--- src/hw/ptc_pkg.sv ---
// Package: constants and carrier types of the pause frame transmit controller
package ptc_pkg;
  // ****************************************************************
  // AXI4-Lite register map
  // ****************************************************************
  localparam logic [7:0] PTC_REG_CTRL = 8'h00;    // Control and build-free options
  localparam logic [7:0] PTC_REG_PORT = 8'h04;    // Port pause time
  localparam logic [7:0] PTC_REG_BEAT = 8'h08;    // Beat interval
  localparam logic [7:0] PTC_REG_PFC_EN = 8'h0c;  // Priority pause enables
  localparam logic [7:0] PTC_REG_PFC_T0 = 8'h10;  // Priority times, one word per pair
  localparam logic [7:0] PTC_REG_STATUS = 8'h20;  // Status
  localparam logic [7:0] PTC_REG_SENT = 8'h24;    // Frames sent counter
  localparam int PTC_PFC_WORDS = 4;
  // Control bit positions
  localparam int PTC_CTL_SEND = 0;     // Write 1: force one frame (self clearing)
  localparam int PTC_CTL_BEAT_EN = 1;
  localparam int PTC_CTL_PORT_EN = 2;
  localparam int PTC_CTL_LOOP_EN = 3;
  localparam int PTC_CTL_RXRST = 4;    // Write 1: reset receive pause status (self clearing)
  localparam int PTC_CTL_PFC_SEL = 5;  // Forced frame is priority kind when set
  localparam logic [1:0] PTC_RESP_OKAY = 2'b00;
  localparam logic [1:0] PTC_RESP_SLVERR = 2'b10;
  // ****************************************************************
  // Frame and timing constants
  // ****************************************************************
  localparam logic [47:0] PTC_DA = 48'h0180c2000001;  // Reserved control multicast
  localparam logic [15:0] PTC_TYPE = 16'h8808;        // MAC control ethertype
  localparam logic [15:0] PTC_OP_PORT = 16'h0001;
  localparam logic [15:0] PTC_OP_PFC = 16'h0101;
  localparam int PTC_FRAME_BYTES = 60;                // Before the frame check sequence
  localparam int PTC_FCS_BYTES = 4;
  localparam int PTC_QUANTUM_UI = 512;
  localparam int PTC_UI_PER_CYCLE = 64;               // 64-bit datapath, one word per cycle
  localparam int PTC_QUANTUM_CYC = PTC_QUANTUM_UI / PTC_UI_PER_CYCLE;
  localparam logic [31:0] PTC_CRC_POLY = 32'hedb88320;
  typedef enum logic [1:0] {
    PTC_ST_IDLE = 2'b00,
    PTC_ST_SEND = 2'b01,
    PTC_ST_FCS = 2'b10
  } ptc_state_t;
  // Transmit byte stream carrier
  typedef struct packed {
    logic valid;
    logic sop;
    logic eop;
    logic [7:0] data;
  } ptc_byte_t;
endpackage : ptc_pkg

--- src/hw/ptc_top.sv ---
// Pause frame transmit controller: triggers, frame generator, halt logic, register slave
// ****************************************************************
// Behaviour
// - Send strobe pulse forces one pause frame when new-pause option is built in
// - Beat enable high sends pause frames repeatedly, spaced by the beat interval; the code spaces them by the interval plus one quantum
// - Beat interval is 16 bits, counted in units of 512 UI
// - Beat works only with both new-pause and timer options built in
// - Port frames only while port enable high; port time gives their quanta
// - Each priority enable bit permits priority frames for that class
// - Priority time word splits into eight 16-bit fields, lowest for priority 0
// - Any level change of port XOFF request sends one port pause frame
// - Port XOFF frame carries zero when request low, port time when high
// - Port XOFF honoured only with new-pause option and port enable
// - A change on any priority XOFF bit sends a priority pause frame
// - Priority x timer is zero when bit low, its field when high
// - Priority bit x honoured only with new-pause option and enable bit x
// - While halt request is high, packet transmission stops
// - Halted indication high while transmission is suspended by the halt request
// - Receive loopback words pass to outputs only while local loopback enabled
// - Pause receive reset clears the receive pause status
// - Port pause status rises after a received port frame with non-zero time
// ****************************************************************
//
// The implementer's own choices: the AXI4-Lite slave port and the register addresses.
`timescale 1ns/1ps
`default_nettype none
module ptc_top #(
  parameter bit NEW_PAUSE = 1'b1,
  parameter bit PAUSE_TIMER = 1'b1,
  parameter int LOOP_W = 64
) (
  // Clock and reset
  input wire logic CLK,
  input wire logic SRST,
  // AXI4-Lite slave
  input wire logic [7:0] AWADDR,
  input wire logic AWVALID,
  output logic AWREADY,
  input wire logic [31:0] WDATA,
  input wire logic [3:0] WSTRB,
  input wire logic WVALID,
  output logic WREADY,
  output logic [1:0] BRESP,
  output logic BVALID,
  input wire logic BREADY,
  input wire logic [7:0] ARADDR,
  input wire logic ARVALID,
  output logic ARREADY,
  output logic [31:0] RDATA,
  output logic [1:0] RRESP,
  output logic RVALID,
  input wire logic RREADY,
  // Data-plane pause requests
  input wire logic PORT_XOFF_REQUEST,
  input wire logic [7:0] PRIORITY_XOFF_REQUEST,
  input wire logic HALT_REQUEST,
  input wire logic PKT_BUSY,
  output logic HALTED,
  // Received pause frame reports
  input wire logic RX_PORT_FRAME_DONE,
  input wire logic [15:0] RX_PORT_FRAME_TIME,
  input wire logic RX_PAUSE_SYNC_RESET,
  output logic RX_PORT_PAUSE_STATUS,
  // Generated frame byte stream
  output ptc_pkg::ptc_byte_t PAUSE_TX,
  // Local loopback
  input wire logic [31:0] RX_LOOP_CLOCK_PHASE_IN,
  input wire logic [LOOP_W-1:0] RX_LOOP_CONTROL_IN,
  input wire logic [LOOP_W-1:0] RX_LOOP_DATA_IN,
  output logic [31:0] LOOP_CLOCK_PHASE_OUT,
  output logic [LOOP_W-1:0] LOOP_CONTROL_OUT,
  output logic [LOOP_W-1:0] LOOP_DATA_OUT
);
  import ptc_pkg::*;

  // ****************************************************************
  // Register slave
  // ****************************************************************
  logic [31:0] ctrl_ff;
  logic [15:0] port_time_ff, beat_time_ff;
  logic [7:0] pfc_en_ff;
  logic [127:0] pfc_time_ff;
  logic [15:0] sent_ff;
  logic pend_port_ff, pend_pfc_ff;
  logic send_pulse, rx_sw_reset;
  logic aw_ok, w_ok;
  logic [7:0] awaddr_ff;
  logic [31:0] wdata_ff;
  assign aw_ok = AWVALID && AWREADY;
  assign w_ok = WVALID && WREADY;

  // Capture address and data in either order; answer once both arrived
  always_ff @(posedge CLK) begin
    if (SRST) begin
      AWREADY <= 1'b1;
      WREADY <= 1'b1;
      BVALID <= 1'b0;
      BRESP <= PTC_RESP_OKAY;
      awaddr_ff <= 8'h00;
      wdata_ff <= 32'h0;
    end else begin
      if (aw_ok) begin
        AWREADY <= 1'b0;
        awaddr_ff <= AWADDR;
      end
      if (w_ok) begin
        WREADY <= 1'b0;
        wdata_ff <= WDATA;
      end
      if (!AWREADY && !WREADY && !BVALID) begin
        BVALID <= 1'b1;
        BRESP <= (awaddr_ff <= PTC_REG_PFC_T0 + 8'h0c) ? PTC_RESP_OKAY : PTC_RESP_SLVERR;
      end else if (BVALID && BREADY) begin
        BVALID <= 1'b0;
        AWREADY <= 1'b1;
        WREADY <= 1'b1;
      end
    end
  end

  // Register writes; pulse bits self clear so a write of one is a single strobe
  logic do_write;
  assign do_write = !AWREADY && !WREADY && !BVALID;
  always_ff @(posedge CLK) begin
    if (SRST) begin
      ctrl_ff <= 32'h0;
      port_time_ff <= 16'h0;
      beat_time_ff <= 16'h0;
      pfc_en_ff <= 8'h0;
      pfc_time_ff <= 128'h0;
    end else begin
      ctrl_ff[PTC_CTL_SEND] <= 1'b0;
      ctrl_ff[PTC_CTL_RXRST] <= 1'b0;
      if (do_write) begin
        unique case (awaddr_ff)
          PTC_REG_CTRL: ctrl_ff <= {26'h0, wdata_ff[5:0]};
          PTC_REG_PORT: port_time_ff <= wdata_ff[15:0];
          PTC_REG_BEAT: beat_time_ff <= wdata_ff[15:0];
          PTC_REG_PFC_EN: pfc_en_ff <= wdata_ff[7:0];
          PTC_REG_PFC_T0: pfc_time_ff[31:0] <= wdata_ff;
          PTC_REG_PFC_T0 + 8'h04: pfc_time_ff[63:32] <= wdata_ff;
          PTC_REG_PFC_T0 + 8'h08: pfc_time_ff[95:64] <= wdata_ff;
          PTC_REG_PFC_T0 + 8'h0c: pfc_time_ff[127:96] <= wdata_ff;
          default: ;
        endcase
      end
    end
  end
  assign send_pulse = ctrl_ff[PTC_CTL_SEND];
  assign rx_sw_reset = ctrl_ff[PTC_CTL_RXRST];

  // Read channel: one cycle after the address is taken
  always_ff @(posedge CLK) begin
    if (SRST) begin
      ARREADY <= 1'b1;
      RVALID <= 1'b0;
      RDATA <= 32'h0;
      RRESP <= PTC_RESP_OKAY;
    end else if (ARVALID && ARREADY) begin
      ARREADY <= 1'b0;
      RVALID <= 1'b1;
      RRESP <= PTC_RESP_OKAY;
      unique case (ARADDR)
        PTC_REG_CTRL: RDATA <= ctrl_ff;
        PTC_REG_PORT: RDATA <= {16'h0, port_time_ff};
        PTC_REG_BEAT: RDATA <= {16'h0, beat_time_ff};
        PTC_REG_PFC_EN: RDATA <= {24'h0, pfc_en_ff};
        PTC_REG_PFC_T0: RDATA <= pfc_time_ff[31:0];
        PTC_REG_PFC_T0 + 8'h04: RDATA <= pfc_time_ff[63:32];
        PTC_REG_PFC_T0 + 8'h08: RDATA <= pfc_time_ff[95:64];
        PTC_REG_PFC_T0 + 8'h0c: RDATA <= pfc_time_ff[127:96];
        PTC_REG_STATUS: RDATA <= {28'h0, pend_port_ff, pend_pfc_ff, HALTED, RX_PORT_PAUSE_STATUS};
        PTC_REG_SENT: RDATA <= {16'h0, sent_ff};
        default: begin
          RDATA <= 32'h0;
          RRESP <= PTC_RESP_SLVERR;
        end
      endcase
    end else if (RVALID && RREADY) begin
      RVALID <= 1'b0;
      ARREADY <= 1'b1;
    end
  end

  // ****************************************************************
  // Triggers and queue
  // ****************************************************************
  logic port_xoff_ff;
  logic [7:0] pfc_xoff_ff;
  logic port_edge, port_from_xoff_ff;
  logic port_en, beat_on, beat_fire;
  logic [7:0] pfc_ok;
  logic [15:0] beat_cnt_ff;
  logic [2:0] quanta_div_ff;
  logic take_port, take_pfc;
  assign port_en = NEW_PAUSE && ctrl_ff[PTC_CTL_PORT_EN];
  assign pfc_ok = NEW_PAUSE ? pfc_en_ff : 8'h0;
  assign beat_on = NEW_PAUSE && PAUSE_TIMER && ctrl_ff[PTC_CTL_BEAT_EN];
  assign port_edge = port_en && (PORT_XOFF_REQUEST != port_xoff_ff);

  // Beat timer: one quantum of 512 UI is eight cycles of the 64-bit datapath
  always_ff @(posedge CLK) begin
    if (SRST || !beat_on) begin
      quanta_div_ff <= 3'h0;
      beat_cnt_ff <= 16'h0;
    end else begin
      quanta_div_ff <= quanta_div_ff + 3'h1;
      if (quanta_div_ff == 3'(PTC_QUANTUM_CYC - 1)) begin
        beat_cnt_ff <= beat_fire ? 16'h0 : beat_cnt_ff + 16'h1;
      end
    end
  end
  assign beat_fire = beat_on && (quanta_div_ff == 3'(PTC_QUANTUM_CYC - 1)) && (beat_cnt_ff >= beat_time_ff);

  // Request edges; an arriving trigger beats the dequeue in the same cycle
  always_ff @(posedge CLK) begin
    if (SRST) begin
      port_xoff_ff <= 1'b0;
      pfc_xoff_ff <= 8'h0;
      pend_port_ff <= 1'b0;
      pend_pfc_ff <= 1'b0;
      port_from_xoff_ff <= 1'b0;
    end else begin
      port_xoff_ff <= PORT_XOFF_REQUEST;
      pfc_xoff_ff <= PRIORITY_XOFF_REQUEST;
      if (port_edge
          || (NEW_PAUSE && (send_pulse && !ctrl_ff[PTC_CTL_PFC_SEL] || beat_fire) && port_en)) begin
        pend_port_ff <= 1'b1;
        // A queued request-level frame keeps its zero-when-low meaning even if a force joins it
        port_from_xoff_ff <= port_edge || (pend_port_ff && !take_port && port_from_xoff_ff);
      end else if (take_port) begin
        pend_port_ff <= 1'b0;
      end
      if ((|(pfc_ok & (PRIORITY_XOFF_REQUEST ^ pfc_xoff_ff)))
          || (NEW_PAUSE && send_pulse && ctrl_ff[PTC_CTL_PFC_SEL] && |pfc_ok)) begin
        pend_pfc_ff <= 1'b1;
      end else if (take_pfc) begin
        pend_pfc_ff <= 1'b0;
      end
    end
  end

  // ****************************************************************
  // Frame generator
  // ****************************************************************
  ptc_state_t state_ff;
  logic [5:0] idx_ff;
  logic [1:0] fcs_idx_ff;
  logic kind_pfc_ff, frame_xoff_ff;
  logic [31:0] crc_ff;
  logic [7:0] cur_byte;
  logic [15:0] port_q;
  logic [127:0] pfc_q;
  logic between_pkts;
  assign between_pkts = !PKT_BUSY;
  assign take_port = (state_ff == PTC_ST_IDLE) && between_pkts && pend_port_ff;
  assign take_pfc = (state_ff == PTC_ST_IDLE) && between_pkts && !pend_port_ff && pend_pfc_ff;
  // Forced and beat frames carry the port time unless they join a queued request frame; request frames follow the level
  assign port_q = (frame_xoff_ff && !port_xoff_ff) ? 16'h0 : port_time_ff;
  always_comb begin
    pfc_q = 128'h0;
    for (int x = 0; x < 8; x++) begin
      pfc_q[x*16 +: 16] = pfc_xoff_ff[x] ? pfc_time_ff[x*16 +: 16] : 16'h0;
    end
  end

  // Byte of the frame body at the current index
  always_comb begin
    cur_byte = 8'h00;
    if (idx_ff < 6'd6) cur_byte = PTC_DA[8*(5-idx_ff) +: 8];
    else if (idx_ff < 6'd12) cur_byte = 8'h00;                // Source filled by datapath
    else if (idx_ff == 6'd12) cur_byte = PTC_TYPE[15:8];
    else if (idx_ff == 6'd13) cur_byte = PTC_TYPE[7:0];
    else if (idx_ff == 6'd14) cur_byte = kind_pfc_ff ? PTC_OP_PFC[15:8] : PTC_OP_PORT[15:8];
    else if (idx_ff == 6'd15) cur_byte = kind_pfc_ff ? PTC_OP_PFC[7:0] : PTC_OP_PORT[7:0];
    else if (!kind_pfc_ff && idx_ff == 6'd16) cur_byte = port_q[15:8];
    else if (!kind_pfc_ff && idx_ff == 6'd17) cur_byte = port_q[7:0];
    else if (kind_pfc_ff && idx_ff == 6'd17) cur_byte = pfc_ok;
    else if (kind_pfc_ff && idx_ff >= 6'd18 && idx_ff < 6'd34)
      cur_byte = pfc_q[8*((idx_ff - 6'd18) ^ 6'd1) +: 8];
  end

  // Frame sequencer, CRC and byte output
  always_ff @(posedge CLK) begin
    if (SRST) begin
      state_ff <= PTC_ST_IDLE;
      idx_ff <= 6'h0;
      fcs_idx_ff <= 2'h0;
      kind_pfc_ff <= 1'b0;
      frame_xoff_ff <= 1'b0;
      crc_ff <= 32'hffffffff;
      PAUSE_TX <= '0;
      sent_ff <= 16'h0;
    end else begin
      PAUSE_TX <= '0;
      unique case (state_ff)
        PTC_ST_IDLE: begin
          idx_ff <= 6'h0;
          crc_ff <= 32'hffffffff;
          if (take_port || take_pfc) begin
            kind_pfc_ff <= take_pfc;
            frame_xoff_ff <= port_from_xoff_ff;
            state_ff <= PTC_ST_SEND;
          end
        end
        PTC_ST_SEND: begin
          PAUSE_TX <= '{valid: 1'b1, sop: idx_ff == 6'h0, eop: 1'b0, data: cur_byte};
          crc_ff <= crc_step(crc_ff, cur_byte);
          idx_ff <= idx_ff + 6'h1;
          if (idx_ff == 6'(PTC_FRAME_BYTES - 1)) begin
            state_ff <= PTC_ST_FCS;
            fcs_idx_ff <= 2'h0;
          end
        end
        PTC_ST_FCS: begin
          PAUSE_TX <= '{valid: 1'b1, sop: 1'b0, eop: fcs_idx_ff == 2'(PTC_FCS_BYTES - 1),
                        data: ~crc_ff[8*fcs_idx_ff +: 8]};
          fcs_idx_ff <= fcs_idx_ff + 2'h1;
          if (fcs_idx_ff == 2'(PTC_FCS_BYTES - 1)) begin
            state_ff <= PTC_ST_IDLE;
            sent_ff <= sent_ff + 16'h1;
          end
        end
        default: state_ff <= PTC_ST_IDLE;
      endcase
    end
  end

  function automatic logic [31:0] crc_step(input logic [31:0] c, input logic [7:0] d);
    logic [31:0] r;
    r = c ^ {24'h0, d};
    for (int i = 0; i < 8; i++) r = r[0] ? ((r >> 1) ^ PTC_CRC_POLY) : (r >> 1);
    return r;
  endfunction : crc_step

  // ****************************************************************
  // Halt, receive status and loopback
  // ****************************************************************
  // Halt takes effect only between packets so no packet is cut short
  always_ff @(posedge CLK) begin
    if (SRST) HALTED <= 1'b0;
    else if (!HALT_REQUEST) HALTED <= 1'b0;
    else if (!PKT_BUSY) HALTED <= 1'b1;
  end

  // Receive pause status: reset by the pin or by software
  always_ff @(posedge CLK) begin
    if (SRST || RX_PAUSE_SYNC_RESET || rx_sw_reset) RX_PORT_PAUSE_STATUS <= 1'b0;
    else if (RX_PORT_FRAME_DONE) RX_PORT_PAUSE_STATUS <= (RX_PORT_FRAME_TIME != 16'h0);
  end

  // Loopback words are zero while loopback is off
  always_ff @(posedge CLK) begin
    if (SRST || !ctrl_ff[PTC_CTL_LOOP_EN]) begin
      LOOP_CLOCK_PHASE_OUT <= 32'h0;
      LOOP_CONTROL_OUT <= '0;
      LOOP_DATA_OUT <= '0;
    end else begin
      LOOP_CLOCK_PHASE_OUT <= RX_LOOP_CLOCK_PHASE_IN;
      LOOP_CONTROL_OUT <= RX_LOOP_CONTROL_IN;
      LOOP_DATA_OUT <= RX_LOOP_DATA_IN;
    end
  end
endmodule : ptc_top
`default_nettype wire
--- config.mk ---
export PLATFORM = sky130hd
export DESIGN_NAME = ptc_top
export DESIGN_NICKNAME = d
export VERILOG_FILES = /design/src/hw/ptc_pkg.sv /design/src/hw/ptc_top.sv
export SDC_FILE = /design/constraint.sdc
export NUM_CORES = 1
export LEC_CHECK = 0
export BUFFER_PORTS_ARGS = -buffer_cell sky130_fd_sc_hd__buf_4
export CORE_MARGIN = 4
export CORE_UTILIZATION = 40
export CTS_CLUSTER_DIAMETER = 60
export CTS_CLUSTER_SIZE = 25
export DETAILED_ROUTE_END_ITERATION = 12
export HOLD_SLACK_MARGIN = 0.06
export PLACE_DENSITY_LB_ADDON = 0.3
export SKIP_LAST_GASP = 1
export SLEW_MARGIN = 30
export SYNTH_ARGS = -nofsm -noshare
export SYNTH_HDL_FRONTEND = slang
export SYNTH_SLANG_ARGS = --single-unit
--- constraint.sdc ---
create_clock -name CLK -period 4.9 [get_ports CLK]
set_input_delay 0.49 -clock CLK [delete_from_list [all_inputs] [get_ports CLK]]
set_output_delay 0.49 -clock CLK [all_outputs]
set_load 0.01 [all_outputs]
## Yosys cells after proc, flatten, opt, wreduce, memory -nomap -nowiden

Index checks and enable logic that the tools add are counted.

| storage, ports and cells | value |
|---|---|
| input bits | 248 |
| register bits | 519 |
| output and inout bits | 214 |
| word-level logic and storage cells | 236 |

| operators by class | value |
|---|---|
| $lt $le $gt $ge | 6 |
| shift-type cells | 3 |
| add/subtract/negate cells | 7 |
| equality and inequality tests | 31 |
| reductions and logical operators | 74 |
| bitwise logic cells | 16 |
| multiplexer cells | 57 |

Operators by type and width:

| kind | count |
|---|---|
| $pmux 32 s10 | 1 |
| $mux 32 | 8 |
| $mux 16 | 10 |
| $shiftx 128x33->8 | 1 |
| $not 13->14 | 8 |
| $mux 8 | 10 |
| $eq 8x5->1 const B | 8 |
| $pmux 32 s2 | 1 |
| $shiftx 48x33->8 const A | 1 |
| $add 16x1->16 const B | 2 |
| $eq 8x4->1 const B | 4 |
| $shiftx 32x6->8 | 1 |
| $xor 32x8->32 | 1 |
| $logic_and 1x1->1 | 26 |
| $eq 6x4->1 const B | 4 |
| $pmux 11 s2 | 1 |
| $reduce_and 2->1 | 11 |
| $mux 1 | 17 |
| $eq 8x3->1 const B | 2 |
| $eq 8x6->1 const B | 2 |
| $ge 16x16->1 | 1 |
| $logic_not 8->1 | 2 |
| $reduce_bool 16->1 | 1 |
| $reduce_or 8->1 | 2 |
| other kinds (35) | 69 |

## Depth between registers and ports, before layout

Gate-level depths: netlist of the first run.

| depth | value |
|---|---|
| depth in word-level cells | 31 |
| mapped depth | 16 |
| mapped depth without buffers | 12 |

## Worst setup path after synthesis of the first run

OpenSTA, ideal clock, no wires.

| path | value |
|---|---|
| path kind | register -> register |
| from | reg idx_ff[1] |
| to | reg crc_ff[20] |
| clock period less this slack | 3.724 ns |
| arrival time | 3.591 ns |
| path buffers | 1 |
| required time | 4.767 ns |
| cell stages (with the launch flop) | 13 |
| setup time | 0.133 ns |
| setup slack | 1.176 ns |
| cells stage by stage | dfxtp_1 buf_4 inv_1 ha_1 xnor2_4 mux4_2 a2111oi_2 a211oi_2 xor2_4 xnor2_4 xor3_2 xnor2_1 a21oi_1 |

| on the way | value |
|---|---|
| cells in the longest elaborated chain, start to end | 28 |
| elaborated cells on any way between the ends | 45 |
| classes of those cells | add/sub: 2; order compare: 4; eq/ne: 6; shift: 2; mux: 19; bitwise: 7; reduce/logical: 5 |

RTL lines:

| what | RTL line | RTL |
|---|---|---|
| from (decl) | ptc_top.sv:247 | `logic [5:0] idx_ff;` |
| from (signal assigned) | ptc_top.sv:309 | `idx_ff <= idx_ff + 6'h1;` |
| parallel branches: the longest is 12 deep, another holds $sub 6x5->7 | - |  |
| $mux 8 (*) | ptc_top.sv:270 | `if (idx_ff < 6'd6) cur_byte = PTC_DA[8*(5-idx_ff) +: 8];` |
| $xor 32x8->32 (*) | ptc_top.sv:331 | `r = c ^ {24'h0, d};` |
| $mux 32 (*) | ptc_top.sv:332 | `for (int i = 0; i < 8; i++) r = r[0] ? ((r >> 1) ^ PTC_CRC_POLY) : (r >> 1);` |
| $not 13->14 (no source line) | - |  |
| $mux 32 (*) (2 in a row) | ptc_top.sv:332 |  |
| $not 13->14 (no source line) | - |  |
| $mux 32 (*) | ptc_top.sv:332 |  |
| $not 13->14 (no source line) | - |  |
| $mux 32 (*) (2 in a row) | ptc_top.sv:332 |  |
| $not 13->14 (no source line) | - |  |
| $mux 32 (*) | ptc_top.sv:332 |  |
| $not 13->14 (no source line) | - |  |
| $mux 32 (*) | ptc_top.sv:332 |  |
| $pmux 32 s2 (*) | ptc_top.sv:296 | `unique case (state_ff)` |
| to (signal assigned) | ptc_top.sv:308 | `crc_ff <= crc_step(crc_ff, cur_byte);` |
| to (decl) | ptc_top.sv:250 | `logic [31:0] crc_ff;` |

Every way passes the cells marked *.
A chain may end at the register's enable or synchronous reset.

## Worst setup path after layout of the first run

| path | value |
|---|---|
| from | reg idx_ff[2] |
| to | reg crc_ff[20] |

The elaborated chain is that of the path after synthesis.

==> run_results.csv, run 1 <==
group,metric,value,unit
synthesis,syn_inst,2413,
finish,multiInputGateArea,10520,µm²
global_routing,grt-ovfl-total,0,
power_and_ir_drop,pwr-share-seq,47.9,%
routing,routed.top_layer,"met5",
clocking,htree_levels,2,
routing,drc,0,
routing,routed_wirelength,77780,µm
floorplan,die_w,240.6,µm
clocking,cts.sinks,517,
global_routing,grt_pass1_vias,18545,
finish,final_cell_mix,"dfxtp_1, buf_4, nand2_1",
routing,wl_met2,36280,µm
timing,relSlewSlack,28.84,%
routing,first_pass_iters,7,
placement,dp_cells,3414,
critical_path,critPathArrivalTime,4.52,ns
global_routing,antenna_found_initial,14,
synthesis,synth.distinct_cells,70,
clocking,post_cts_resized,0,
status,status,"finished, final reports clean",
min_path,hp-class,"in -> reg",
synthesis,syn_area_per_cell,8.972,µm²
power_and_ir_drop,power.internal,6.680,mW
placement,globalplace.congestion,0.9470,
routing,wl_per_cell,22.23,µm
routing,via_count,19180,
finish,fin_util,50.36,%
critical_path,critPathKind,"reg -> reg",
synthesis,netlist.area_leader.share,47.81,%
synthesis,synth-seq-cells,517,
finish,fin_nets,3044,
clocking,cts_root_buf,"clkbuf_16",
timing,fin_crit,4.088,ns
floorplan,start_util,40.31,%
timing,worst_pin_slew,1.064,ns
placement,numPortBuffers,455,
synthesis,synth_edf_count,0,
floorplan,dieArea,57910,µm²
timing,period_share,83.42,%
clocking,post_cts_buffers,0,
clocking,ctsHoldBuffers,0,
critical_path,cp-end-kind,"register",
routing,viasPerCell,5.483,
timing,max_freq,244.6,MHz
power_and_ir_drop,combPwrFrac,11.6,%
timing,skew,0.06379,ns
floorplan,core_area,53710,µm²
job,cap_violations,0,
routing,wl_met3,8653,µm
clocking,cts.path.max_buffers,3,
clocking,numCtsBuffers,42,
critical_path,cp-start-kind,"register",
synthesis,yosysWarningCount,0,
routing,dr.first_iter.drc_count,1904,
finish,fillers,4958,
synthesis,syn_area,21650,µm²
global_routing,grt_use_total,25.83,%
timing,slew_viol_final,0,
synthesis,synth_flop_cell,"dfxtp_1",
placement,hpwl,57280,µm
finish,syn_to_final_growth,24.94,%
power_and_ir_drop,leakage,10.43,nW
power_and_ir_drop,switchingPower,2.521,mW
floorplan,boundaryPins,462,
routing,ant_nets,0,
floorplan,die_height,240.6,µm
finish,regArea,10350,µm²
synthesis,synthArstFlopShare,0,%
finish,final_common_cell,"dfxtp_1",
power_and_ir_drop,p_clk_share,40.5,%
finish,finalNonFillerCells,3498,
clocking,insertion_delay,0.61,ns
finish,drive_gt1_share,22.38,%
synthesis,yosysSeqAreaShare,47.81,%
power_and_ir_drop,p_per_area,340.2,nW/µm²
timing,hold_viol,0,
global_routing,grt_max_degree,215,
synthesis,yosys.area.top_type,"dfxtp_1",
routing,wl_met1,30510,µm
critical_path,cp.required,5.34,ns
power_and_ir_drop,switching_share,27.40,%
clocking,cts_tree,"built",
critical_path,crit_fanout,13,
timing,rsz0062_at_grt,"no",
global_routing,grt_pass1_wl,114900,µm
floorplan,placementRows,85,
timing,finalSetupViolations,0,
synthesis,yosys-top-cells-area,"dfxtp_1, nand2_1, a21oi_1, mux2i_1, and2_1",
clocking,clk_pin_slew,0.09,ns
power_and_ir_drop,vdd_ir_drop_max,0.3298,mV
timing,setup-tns-final,0,ns
-- stage by stage --
| stage | area, µm² | hold slack (ns) | setup WS (ns) | total power [mW] |
|---|---|---|---|---|
| 3_3_place_gp | 25430 | 0.4163 | 0.7950 | 5.548 |
| 2_1_floorplan | 21650 | 0.4043 | 1.176 | 5.218 |
| 6_report | 27050 | 0.08861 | 0.8122 | 9.201 |
| 5_1_grt | 27040 | 0.06430 | 0.5574 | 9.552 |
| 4_1_cts | 26970 | 0.06171 | 0.7754 | 9.266 |
| 3_5_place_dp | 25450 | 0.4389 | 0.7696 | 5.564 |
-- flip-flops by register name, indices dropped and copies added (netlist names), 3 cells and up --
name and cells:
pfc_time_ff 128, LOOP_CLOCK_PHASE_OUT 32, LOOP_DATA_OUT 64, quanta_div_ff 3, beat_time_ff 16, PAUSE_TX 11, pfc_xoff_ff 8, LOOP_CONTROL_OUT 64
pfc_en_ff 8, sent_ff 16, RDATA 32, wdata_ff 32, port_time_ff 16, idx_ff 6, beat_cnt_ff 16, ctrl_ff 6
crc_ff 32, awaddr_ff 8
-- critical path, cell delays in order (launching register included) --
cell and delay [ns]:
dfxtp_1 0.61, inv_1 0.12, ha_1 0.30, xnor2_4 0.42, mux4_2 0.59, a2111oi_2 0.40
a211oi_2 0.16, xor2_4 0.38, xnor2_4 0.21, xor3_2 0.53, xnor2_1 0.15, a21oi_1 0.08
-- path summary, 6_finish.rpt --
check                                    from                        endpoint  slack, ns  depth (start not counted)
setup / recovery       idx_ff[2]$_SDFFE_PP0P_         crc_ff[20]$_SDFFE_PP1P_       0.81                         11
hold / removal          RX_LOOP_CONTROL_IN[0]  LOOP_CONTROL_OUT[0]$_SDFF_PP0_       0.09                          2
setup reg to reg       idx_ff[2]$_SDFFE_PP0P_         crc_ff[20]$_SDFFE_PP1P_       0.81                         11
hold reg to reg   quanta_div_ff[0]$_SDFF_PP0_     quanta_div_ff[0]$_SDFF_PP0_       0.45                          1
-- power groups by stage --
stage / Combinational (mW) / Sequential, mW / Clock (mW)
2_1_floorplan: 0.776 / 4.44 / 0
3_3_place_gp: 1.05 / 4.50 / 0
3_5_place_dp: 1.06 / 4.50 / 0
4_1_cts: 1.07 / 4.40 / 3.79
5_1_grt: 1.16 / 4.42 / 3.97
6_report: 1.07 / 4.41 / 3.72
-- routing by layer --
layer | up-vias | track usage [%]
li1 | 8953 | -
met1 | 9153 | 32.93
met3 | 138 | 8.456
met2 | 934 | 41.97
met5 | - | 0
met4 | 2 | 7.852
-- cells by family after synthesis --
family	after synthesis	share of synthesized area (%)
AO/OA/AOI/OAI	503	14.17
XOR/XNOR	107	5.537
adder cells (fa/ha/maj)	32	1.849
buffers and inverters	200	3.889
flip-flops	517	47.81
multiplexers	138	7.184
other	1	0.01732
AND/OR/NAND/NOR	915	19.55
-- synthesized netlist by cell type, types with 5 or more instances --
cell and n:
a21o_1 14, a21oi_1 264, a221oi_1 9, a222oi_1 20, a22oi_1 63, and2_1 169
and3_1 14, buf_1 11, buf_2 5, buf_6 6, clkbuf_1 143, dfxtp_1 517
ha_1 32, inv_1 29, mux2_2 9, mux2i_1 116, mux4_2 13, nand2_1 440
nand2b_1 15, nand3_1 36, nand3b_1 8, nand4_1 10, nor2_1 134, nor2b_1 18
nor3_1 30, nor3b_1 7, nor4_1 8, o21ai_0 53, o221ai_1 5, o22ai_1 40
or2_2 9, or3_1 9, xnor2_1 42, xnor2_2 5, xor2_1 45, xor2_4 6
-- cell type report --
class	instances	area share [%]
diodes	5	0.04626
clock buffers	43	3.978
clock inverters	34	1.651
inverters	29	0.4024
multi-input cells	1697	38.90
flip-flops and latches	517	38.28
well taps	696	3.220
repair buffers	477	13.52
Note: power is estimated with default switching activity, not from simulation.
==> inputs of run 2 (changes only) <==
- ABC_AREA: unset -> 1
- clock period: 4.9 -> 3.3 ns (I/O delays scaled with it)
==> run 2 against run 1 <==
Routed wire length up 12%. Register-to-register slack worse by 0.63 ns. Combinational power rose to 3.2 times the previous value. Power up 69%. Sequential share of layout area down 3.9 points. Clock skew down 0.036 ns. Largest cell class is now flip-flops and latches. Die area up 2.8%.
==> run_results.csv, run 2 <==
group,metric,value,unit
synthesis,yosys-top-cells-area,"dfxtp_1, inv_1, nand2_1, o21ai_0, a21oi_1",
routing,ant_nets,0,
routing,drc,0,
synthesis,yosysWarningCount,0,
synthesis,synth_flop_cell,"dfxtp_1",
finish,largest_reg_flops,128,
timing,finalSetupViolations,0,
synthesis,synth.distinct_cells,54,
job,cap_violations,0,
critical_path,slowest_stage,"dfxtp_1",
finish,fin_nets,3931,
timing,hold_viol,0,
power_and_ir_drop,switchingPower,5.213,mW
clocking,numCtsBuffers,40,
min_path,min_to,"wdata_ff[31]$_SDFFE_PP0P_",
routing,routed_wirelength,87370,µm
power_and_ir_drop,switching_share,33.49,%
synthesis,synthArstFlopShare,0,%
timing,period_share,94.52,%
finish,final_cell_mix,"dfxtp_1, buf_4, inv_1",
clocking,insertion_delay,0.60,ns
placement,globalplace.congestion,0.9843,
synthesis,synth_edf_count,0,
status,status,"finished, final reports clean",
clocking,htree_levels,2,
clocking,cts_root_buf,"clkbuf_16",
finish,fin_util,54.70,%
power_and_ir_drop,power.internal,10.35,mW
critical_path,critPathBufInv,3,
routing,wl_per_cell,19.66,µm
placement,numPortBuffers,455,
synthesis,netlist.area_leader.share,46.46,%
power_and_ir_drop,vdd_ir_drop_max,0.4565,mV
critical_path,critPathMaxStageDelay,0.36,ns
global_routing,grt_max_degree,116,
global_routing,grt_pass1_wl,129700,µm
floorplan,placementRows,86,
global_routing,grt-ovfl-total,0,
power_and_ir_drop,leakage,13.51,nW
timing,fin_crit,3.119,ns
routing,first_pass_iters,5,
floorplan,dieArea,59530,µm²
critical_path,critPathTopFamily,"simple AND/OR/NAND/NOR gates",
critical_path,cp.required,3.78,ns
synthesis,synth-seq-cells,517,
finish,syn_to_final_growth,35.28,%
synthesis,syn_area_per_cell,7.342,µm²
clocking,cts.path.max_buffers,3,
global_routing,grt_pass1_vias,21921,
floorplan,die_height,244.0,µm
synthesis,yosys.area.top_type,"dfxtp_1",
clocking,clk_pin_slew,0.09,ns
synthesis,yosysSeqAreaShare,46.46,%
power_and_ir_drop,pwr-share-seq,42.7,%
floorplan,start_util,40.43,%
routing,via_count,22818,
critical_path,critPathArrivalTime,3.60,ns
timing,max_freq,320.6,MHz
critical_path,crit_path_frequent_cell,"nand2_1",
clocking,cts.sinks,517,
timing,slew_viol_final,0,
floorplan,die_w,244.0,µm
critical_path,cp-start-kind,"register",
finish,drive_gt1_share,18.12,%
global_routing,antenna_found_initial,15,
power_and_ir_drop,p_clk_share,35.5,%
critical_path,cp-end-kind,"register",
critical_path,r2r_slack,0.18,ns
synthesis,synth_most_common_cell,"dfxtp_1",
timing,worst_pin_slew,0.8395,ns
min_path,worst_hold_startpoint,"WDATA[31]",
min_path,hp-class,"in -> reg",
critical_path,r2r_cells,24,
finish,largest_register,"pfc_time_ff",
global_routing,grt_use_total,28.09,%
critical_path,crit_fanout,8,
placement,hpwl,62990,µm
floorplan,core_area,55090,µm²
power_and_ir_drop,p_per_area,516.4,nW/µm²
synthesis,synth_common_cells,"dfxtp_1, inv_1, nand2_1",
critical_path,cp_cell_sequence,"inv_2 -> ha_2 -> xnor2_4 -> clkinvlp_4 -> nand3_1 -> nand2_1 -> nand2_1 -> nand2_1 -> nand2_1 -> nand2_2 -> nand2_1 -> nand2_1 -> nand2_1 -> nand2_2 -> nand2_2 -> nand2_1 -> nand2_1 -> inv_2 -> nand2_2 -> nand2_1 -> nand2_1 -> nand3_1 -> nand2_1 -> nand2_1",
routing,viasPerCell,5.136,
timing,relSlewSlack,43.97,%
power_and_ir_drop,combPwrFrac,21.8,%
min_path,holdPathStages,3,
critical_path,critPathKind,"reg -> reg",
timing,skew,0.02768,ns
clocking,cts_tree,"built",
synthesis,syn_area,22280,µm²
critical_path,crit_cells,24,
routing,dr.first_iter.drc_count,2145,
timing,setup-tns-final,0,ns
floorplan,boundaryPins,462,
timing,rsz0062_at_grt,"no",
synthesis,syn_inst,3034,
critical_path,r2r_start,"idx_ff[2]$_SDFFE_PP0P_",
finish,final_common_cell,"dfxtp_1",
critical_path,r2r_end,"crc_ff[24]$_SDFFE_PP1P_",
finish,layout_top_registers,"pfc_time_ff x128, LOOP_CONTROL_OUT x64, LOOP_DATA_OUT x64",
## run 2: cell count changes after synthesis, moves of 26 or more
cell	before	now
xnor2_1	42	5
nor2_1	134	286
xor2_1	45	17
mux2i_1	116	0
a21oi_1	264	311
inv_1	29	491
a22oi_1	63	0
clkbuf_1	143	109
o21ai_0	53	313
o22ai_1	40	74
nand3_1	36	163
and2_1	169	0
o211ai_1	3	29
## run 2: layer usage
layer | vias to the layer above | GRT usage (%) | part of all wire, %
met5 | - | 0 | 0.034
met2 | 1012 | 44.56 | 45
met3 | 204 | 8.103 | 11
met1 | 10493 | 35.74 | 40
met4 | 4 | 12.37 | 4.5
li1 | 11105 | - | -
## run 2: worst max-delay path by stage
stage | slack, ns | start | endpoint
5_1_grt | 0.003 | idx_ff[1]$_SDFFE_PP0P_ | crc_ff[25]$_SDFFE_PP1P_
2_1_floorplan | 0.48 | idx_ff[1]$_SDFFE_PP0P_ | crc_ff[21]$_SDFFE_PP1P_
6_report | 0.18 | idx_ff[2]$_SDFFE_PP0P_ | crc_ff[24]$_SDFFE_PP1P_
3_3_place_gp | 0.27 | idx_ff[1]$_SDFFE_PP0P_ | crc_ff[25]$_SDFFE_PP1P_
3_5_place_dp | 0.27 | idx_ff[1]$_SDFFE_PP0P_ | crc_ff[24]$_SDFFE_PP1P_
4_1_cts | 0.23 | idx_ff[0]$_SDFFE_PP0P_ | crc_ff[18]$_SDFFE_PP1P_
## run 2: power by group through the flow
stage               registers (mW)  logic, mW  clock network (mW)
floorplan                     6.70       2.13                   0
global placement              6.77       3.04                   0
detailed placement            6.78       3.06                   0
CTS                           6.63       3.29                5.60
global route                  6.67       3.72                5.83
finish                        6.65       3.39                5.52
## run 2: timing repair
item,in CTS,in global routing
hold buffers,201,0
setup endpoints to repair,0,14
setup buffers,0,4
endpoints found under the hold margin,198,0
gates resized for setup,0,12
## run 2: worst min-delay path, delay by kind of cell
family | cells | cell delay, ns
compound gates | 2 | 0.27
buf+inv | 1 | 0.08
## run 2: cell families (layout without fill, tap and decap cells)
kind of cell / count (synthesis) / in the layout / share of synthesized area [%]
simple gates: 1014 / 1014 / 19.84
compound gates: 797 / 797 / 19.54
buf+inv: 649 / 1296 / 11.29
flops: 517 / 517 / 46.46
fa+ha+maj: 32 / 32 / 1.797
xor+xnor: 24 / 24 / 1.062
other cells: 1 / 15 / 0.01683
## run 2: final cells by class
| type | count | area (µm²) |
|---|---|---|
| Antenna cell | 13 | 32.53 |
| Clock buffer | 42 | 1040 |
| Clock inverter | 31 | 436.7 |
| Fill cell | 5233 | 24960 |
| Inverter | 510 | 1933 |
| Multi-Input combinational cell | 1869 | 9453 |
| Sequential cell | 517 | 10350 |
| Tap cell | 748 | 935.9 |
| Timing Repair Buffer | 713 | 5952 |
## run 2: metrics by stage
stage          area, µm²  power (mW)  hold WS [ns]  cells  setup slack (ns)
2_1_floorplan      22280       8.830        0.3992   3035            0.4770
3_5_place_dp       26520       9.840        0.4223   4151            0.2729
6_report           30140       15.56        0.1149   4443            0.1807
5_1_grt            30130       16.22        0.1004   4442          0.002951
3_3_place_gp       26520       9.810        0.4159   4151            0.2675
4_1_cts            30010       15.52       0.09797   4425            0.2312
==> inputs of run 3 (changes only) <==
- CELL_PAD_IN_SITES_DETAIL_PLACEMENT: unset -> 0
- CELL_PAD_IN_SITES_GLOBAL_PLACEMENT: unset -> 1
- CORE_UTILIZATION: 40 -> 36
==> run 3 against run 2 <==
Maximum frequency up 1.3%. First-iteration DRC count down 0.75%. Clock power up 4.7%. Die area up 11%. Worst hold slack worse by 0.018 ns. Count of clock-buffer cells in the layout up 7. Global-route usage down 1.2 points. Via count up 0.78%.
==> run_results.csv, run 3 (synthesized netlist as in run 2, its figures left out) <==
group,metric,value,unit
status,status,"finished, final reports clean",
timing,rsz0062_at_grt,"yes",
floorplan,boundaryPins,462,
global_routing,grt_use_total,26.91,%
critical_path,slowest_stage,"dfxtp_2",
power_and_ir_drop,combPwrFrac,22.7,%
routing,via_count,22996,
power_and_ir_drop,pwr-share-seq,41.3,%
routing,wl_met3,8417,µm
critical_path,cp_cell_sequence,"buf_12 -> nor2_4 -> nand3_1 -> nand3_1 -> nand3_1 -> nand2_1 -> nand2_1 -> nand2_1 -> nand2_1 -> nand2_1 -> nand2_1 -> nand2_1 -> nand2_1 -> nand2_1 -> nand2_2 -> nand2_1 -> nand2_2 -> inv_1 -> nand2_1 -> nand3_1 -> nand3_1 -> o21ai_0 -> nand2_1",
timing,period_share,93.28,%
finish,final_common_cell,"buf_4",
timing,worst_pin_slew,0.9243,ns
placement,dp_cells,4205,
placement,hpwl,68870,µm
floorplan,die_height,256.8,µm
routing,first_pass_iters,6,
critical_path,crit_fanout,9,
power_and_ir_drop,p_clk_share,36.0,%
min_path,holdPathStages,3,
critical_path,r2r_end,"crc_ff[14]$_SDFFE_PP1P_",
finish,fin_nets,3950,
finish,finalNonFillerCells,4492,
critical_path,critPathMaxStageDelay,0.35,ns
power_and_ir_drop,switchingPower,5.336,mW
timing,relSlewSlack,37.73,%
timing,finalSetupViolations,0,
floorplan,start_util,36.63,%
global_routing,antenna_found_initial,10,
critical_path,critPathKind,"reg -> reg",
routing,ant_nets,0,
clocking,htree_levels,2,
floorplan,die_w,256.8,µm
floorplan,placementRows,90,
finish,largest_reg_flops,128,
finish,fillers,5811,
clocking,insertion_delay,0.61,ns
global_routing,grt_pass1_wl,137900,µm
critical_path,r2r_cells,23,
clocking,cts_tree,"built",
routing,wl_met2,40710,µm
critical_path,cp-end-kind,"register",
critical_path,critPathArrivalTime,3.54,ns
floorplan,core_area,60810,µm²
routing,viasPerCell,5.119,
routing,dr.first_iter.drc_count,2129,
placement,numPortBuffers,455,
power_and_ir_drop,p_per_area,528.5,nW/µm²
power_and_ir_drop,vdd_ir_drop_max,0.4942,mV
clocking,numCtsBuffers,45,
timing,slew_viol_final,0,
finish,syn_to_final_growth,36.45,%
timing,fin_crit,3.078,ns
routing,wl_met1,39240,µm
critical_path,crit_path_frequent_cell,"nand2_1",
finish,fin_util,49.99,%
critical_path,cp.required,3.76,ns
global_routing,grt_pass1_vias,22574,
min_path,worst_hold_startpoint,"WDATA[16]",
timing,holdWs,0.09681,ns
finish,final_cell_mix,"buf_4, dfxtp_1, inv_1",
power_and_ir_drop,power.internal,10.73,mW
job,cap_violations,0,
finish,drive_gt1_share,18.78,%
power_and_ir_drop,leakage,13.64,nW
global_routing,grt_max_degree,221,
routing,drc,0,
global_routing,grt-ovfl-total,0,
critical_path,cp-start-kind,"register",
routing,wl_per_cell,20.60,µm
critical_path,r2r_slack,0.22,ns
timing,max_freq,324.9,MHz
placement,globalplace.congestion,0.9621,
finish,layout_top_registers,"pfc_time_ff x128, LOOP_CONTROL_OUT x64, LOOP_DATA_OUT x64",
routing,routed_wirelength,92550,µm
critical_path,r2r_start,"idx_ff[1]$_SDFFE_PP0P_",
floorplan,dieArea,65920,µm²
clocking,cts.path.max_buffers,3,
finish,largest_register,"pfc_time_ff",
timing,hold_viol,0,
min_path,hp-class,"in -> reg",
timing,skew,0.03247,ns
clocking,cts_root_buf,"clkbuf_16",
min_path,min_to,"wdata_ff[16]$_SDFFE_PP0P_",
clocking,cts.sinks,517,
power_and_ir_drop,switching_share,33.22,%
clocking,clk_pin_slew,0.09,ns
timing,setup-tns-final,0,ns
routing,routed.top_layer,"met5",
[run 3: changes by cell type in the layout (fill, tap and decap cells not counted), moves of 3 or more]
cell           previous run  this run
buf_12                    6         9
buf_4                   504       520
clkbuf_16                42        47
clkinv_2                  0         4
clkinv_4                  2         6
diode_2                  13         3
dlygate4sd3_1           201       197
inv_16                    5         1
[run 3: what timing repair did]
action                                 CTS  global route
hold buffers                           197             0
setup buffers                            0             3
endpoints found under the hold margin  194             0
setup endpoints to repair                0            20
gates resized for setup                  0            17
[run 3: critical path: cells and delay by family, from the launching register on]
| kind | cells | cell delay [ns] |
|---|---|---|
| AOI/OAI and AO/OA | 1 | 0.09 |
| buffers and inverters | 2 | 0.27 |
| DFF | 1 | 0.35 |
| and+or+nand+nor | 20 | 2.20 |
[run 3: cell type report]
type	instances	area (µm²)	area share, %
diodes	3	7.507	0.02470
clock buffers	49	1194	3.927
clock inverters	35	402.9	1.325
inverters	510	1933	6.360
multi-input cells	1869	9457	31.11
flip-flops and latches	517	10360	34.07
well taps	782	978.4	3.219
repair buffers	727	6067	19.96
[run 3: worst max-delay path by stage]
stage / start / end / slack, ns / depth (start not counted)
2_1_floorplan: idx_ff[1]$_SDFFE_PP0P_ / crc_ff[21]$_SDFFE_PP1P_ / 0.48 / 26
3_3_place_gp: idx_ff[1]$_SDFFE_PP0P_ / crc_ff[24]$_SDFFE_PP1P_ / 0.23 / 24
3_5_place_dp: idx_ff[1]$_SDFFE_PP0P_ / crc_ff[22]$_SDFFE_PP1P_ / 0.21 / 24
4_1_cts: idx_ff[1]$_SDFFE_PP0P_ / crc_ff[24]$_SDFFE_PP1P_ / 0.15 / 24
5_1_grt: idx_ff[0]$_SDFFE_PP0P_ / crc_ff[14]$_SDFFE_PP1P_ / -0.04 / 23
6_report: idx_ff[1]$_SDFFE_PP0P_ / crc_ff[14]$_SDFFE_PP1P_ / 0.22 / 23
[run 3: power by group through the flow]
stage	Clock, mW	Sequential (mW)	Combinational (mW)
floorplan	0	6.70	2.13
global placement	0	6.77	3.35
detailed placement	0	6.77	3.38
CTS	5.89	6.63	3.60
global route	6.12	6.66	4.03
finish	5.78	6.64	3.65
[run 3: through the flow]
| step | area [µm²] | total power [mW] | setup slack (ns) |
|---|---|---|---|
| 5_1_grt | 30400 | 16.81 | -0.04214 |
| 2_1_floorplan | 22280 | 8.830 | 0.4770 |
| 4_1_cts | 30310 | 16.12 | 0.1548 |
| 3_3_place_gp | 26740 | 10.13 | 0.2334 |
| 3_5_place_dp | 26740 | 10.16 | 0.2107 |
| 6_report | 30400 | 16.06 | 0.2218 |
[run 3: routing by layer]
| layer | up-vias | global-route usage, % |
|---|---|---|
| li1 | 11149 | - |
| met1 | 10747 | 35.25 |
| met2 | 905 | 42.08 |
| met3 | 185 | 7.598 |
| met4 | 10 | 10.70 |
| met5 | - | 0 |
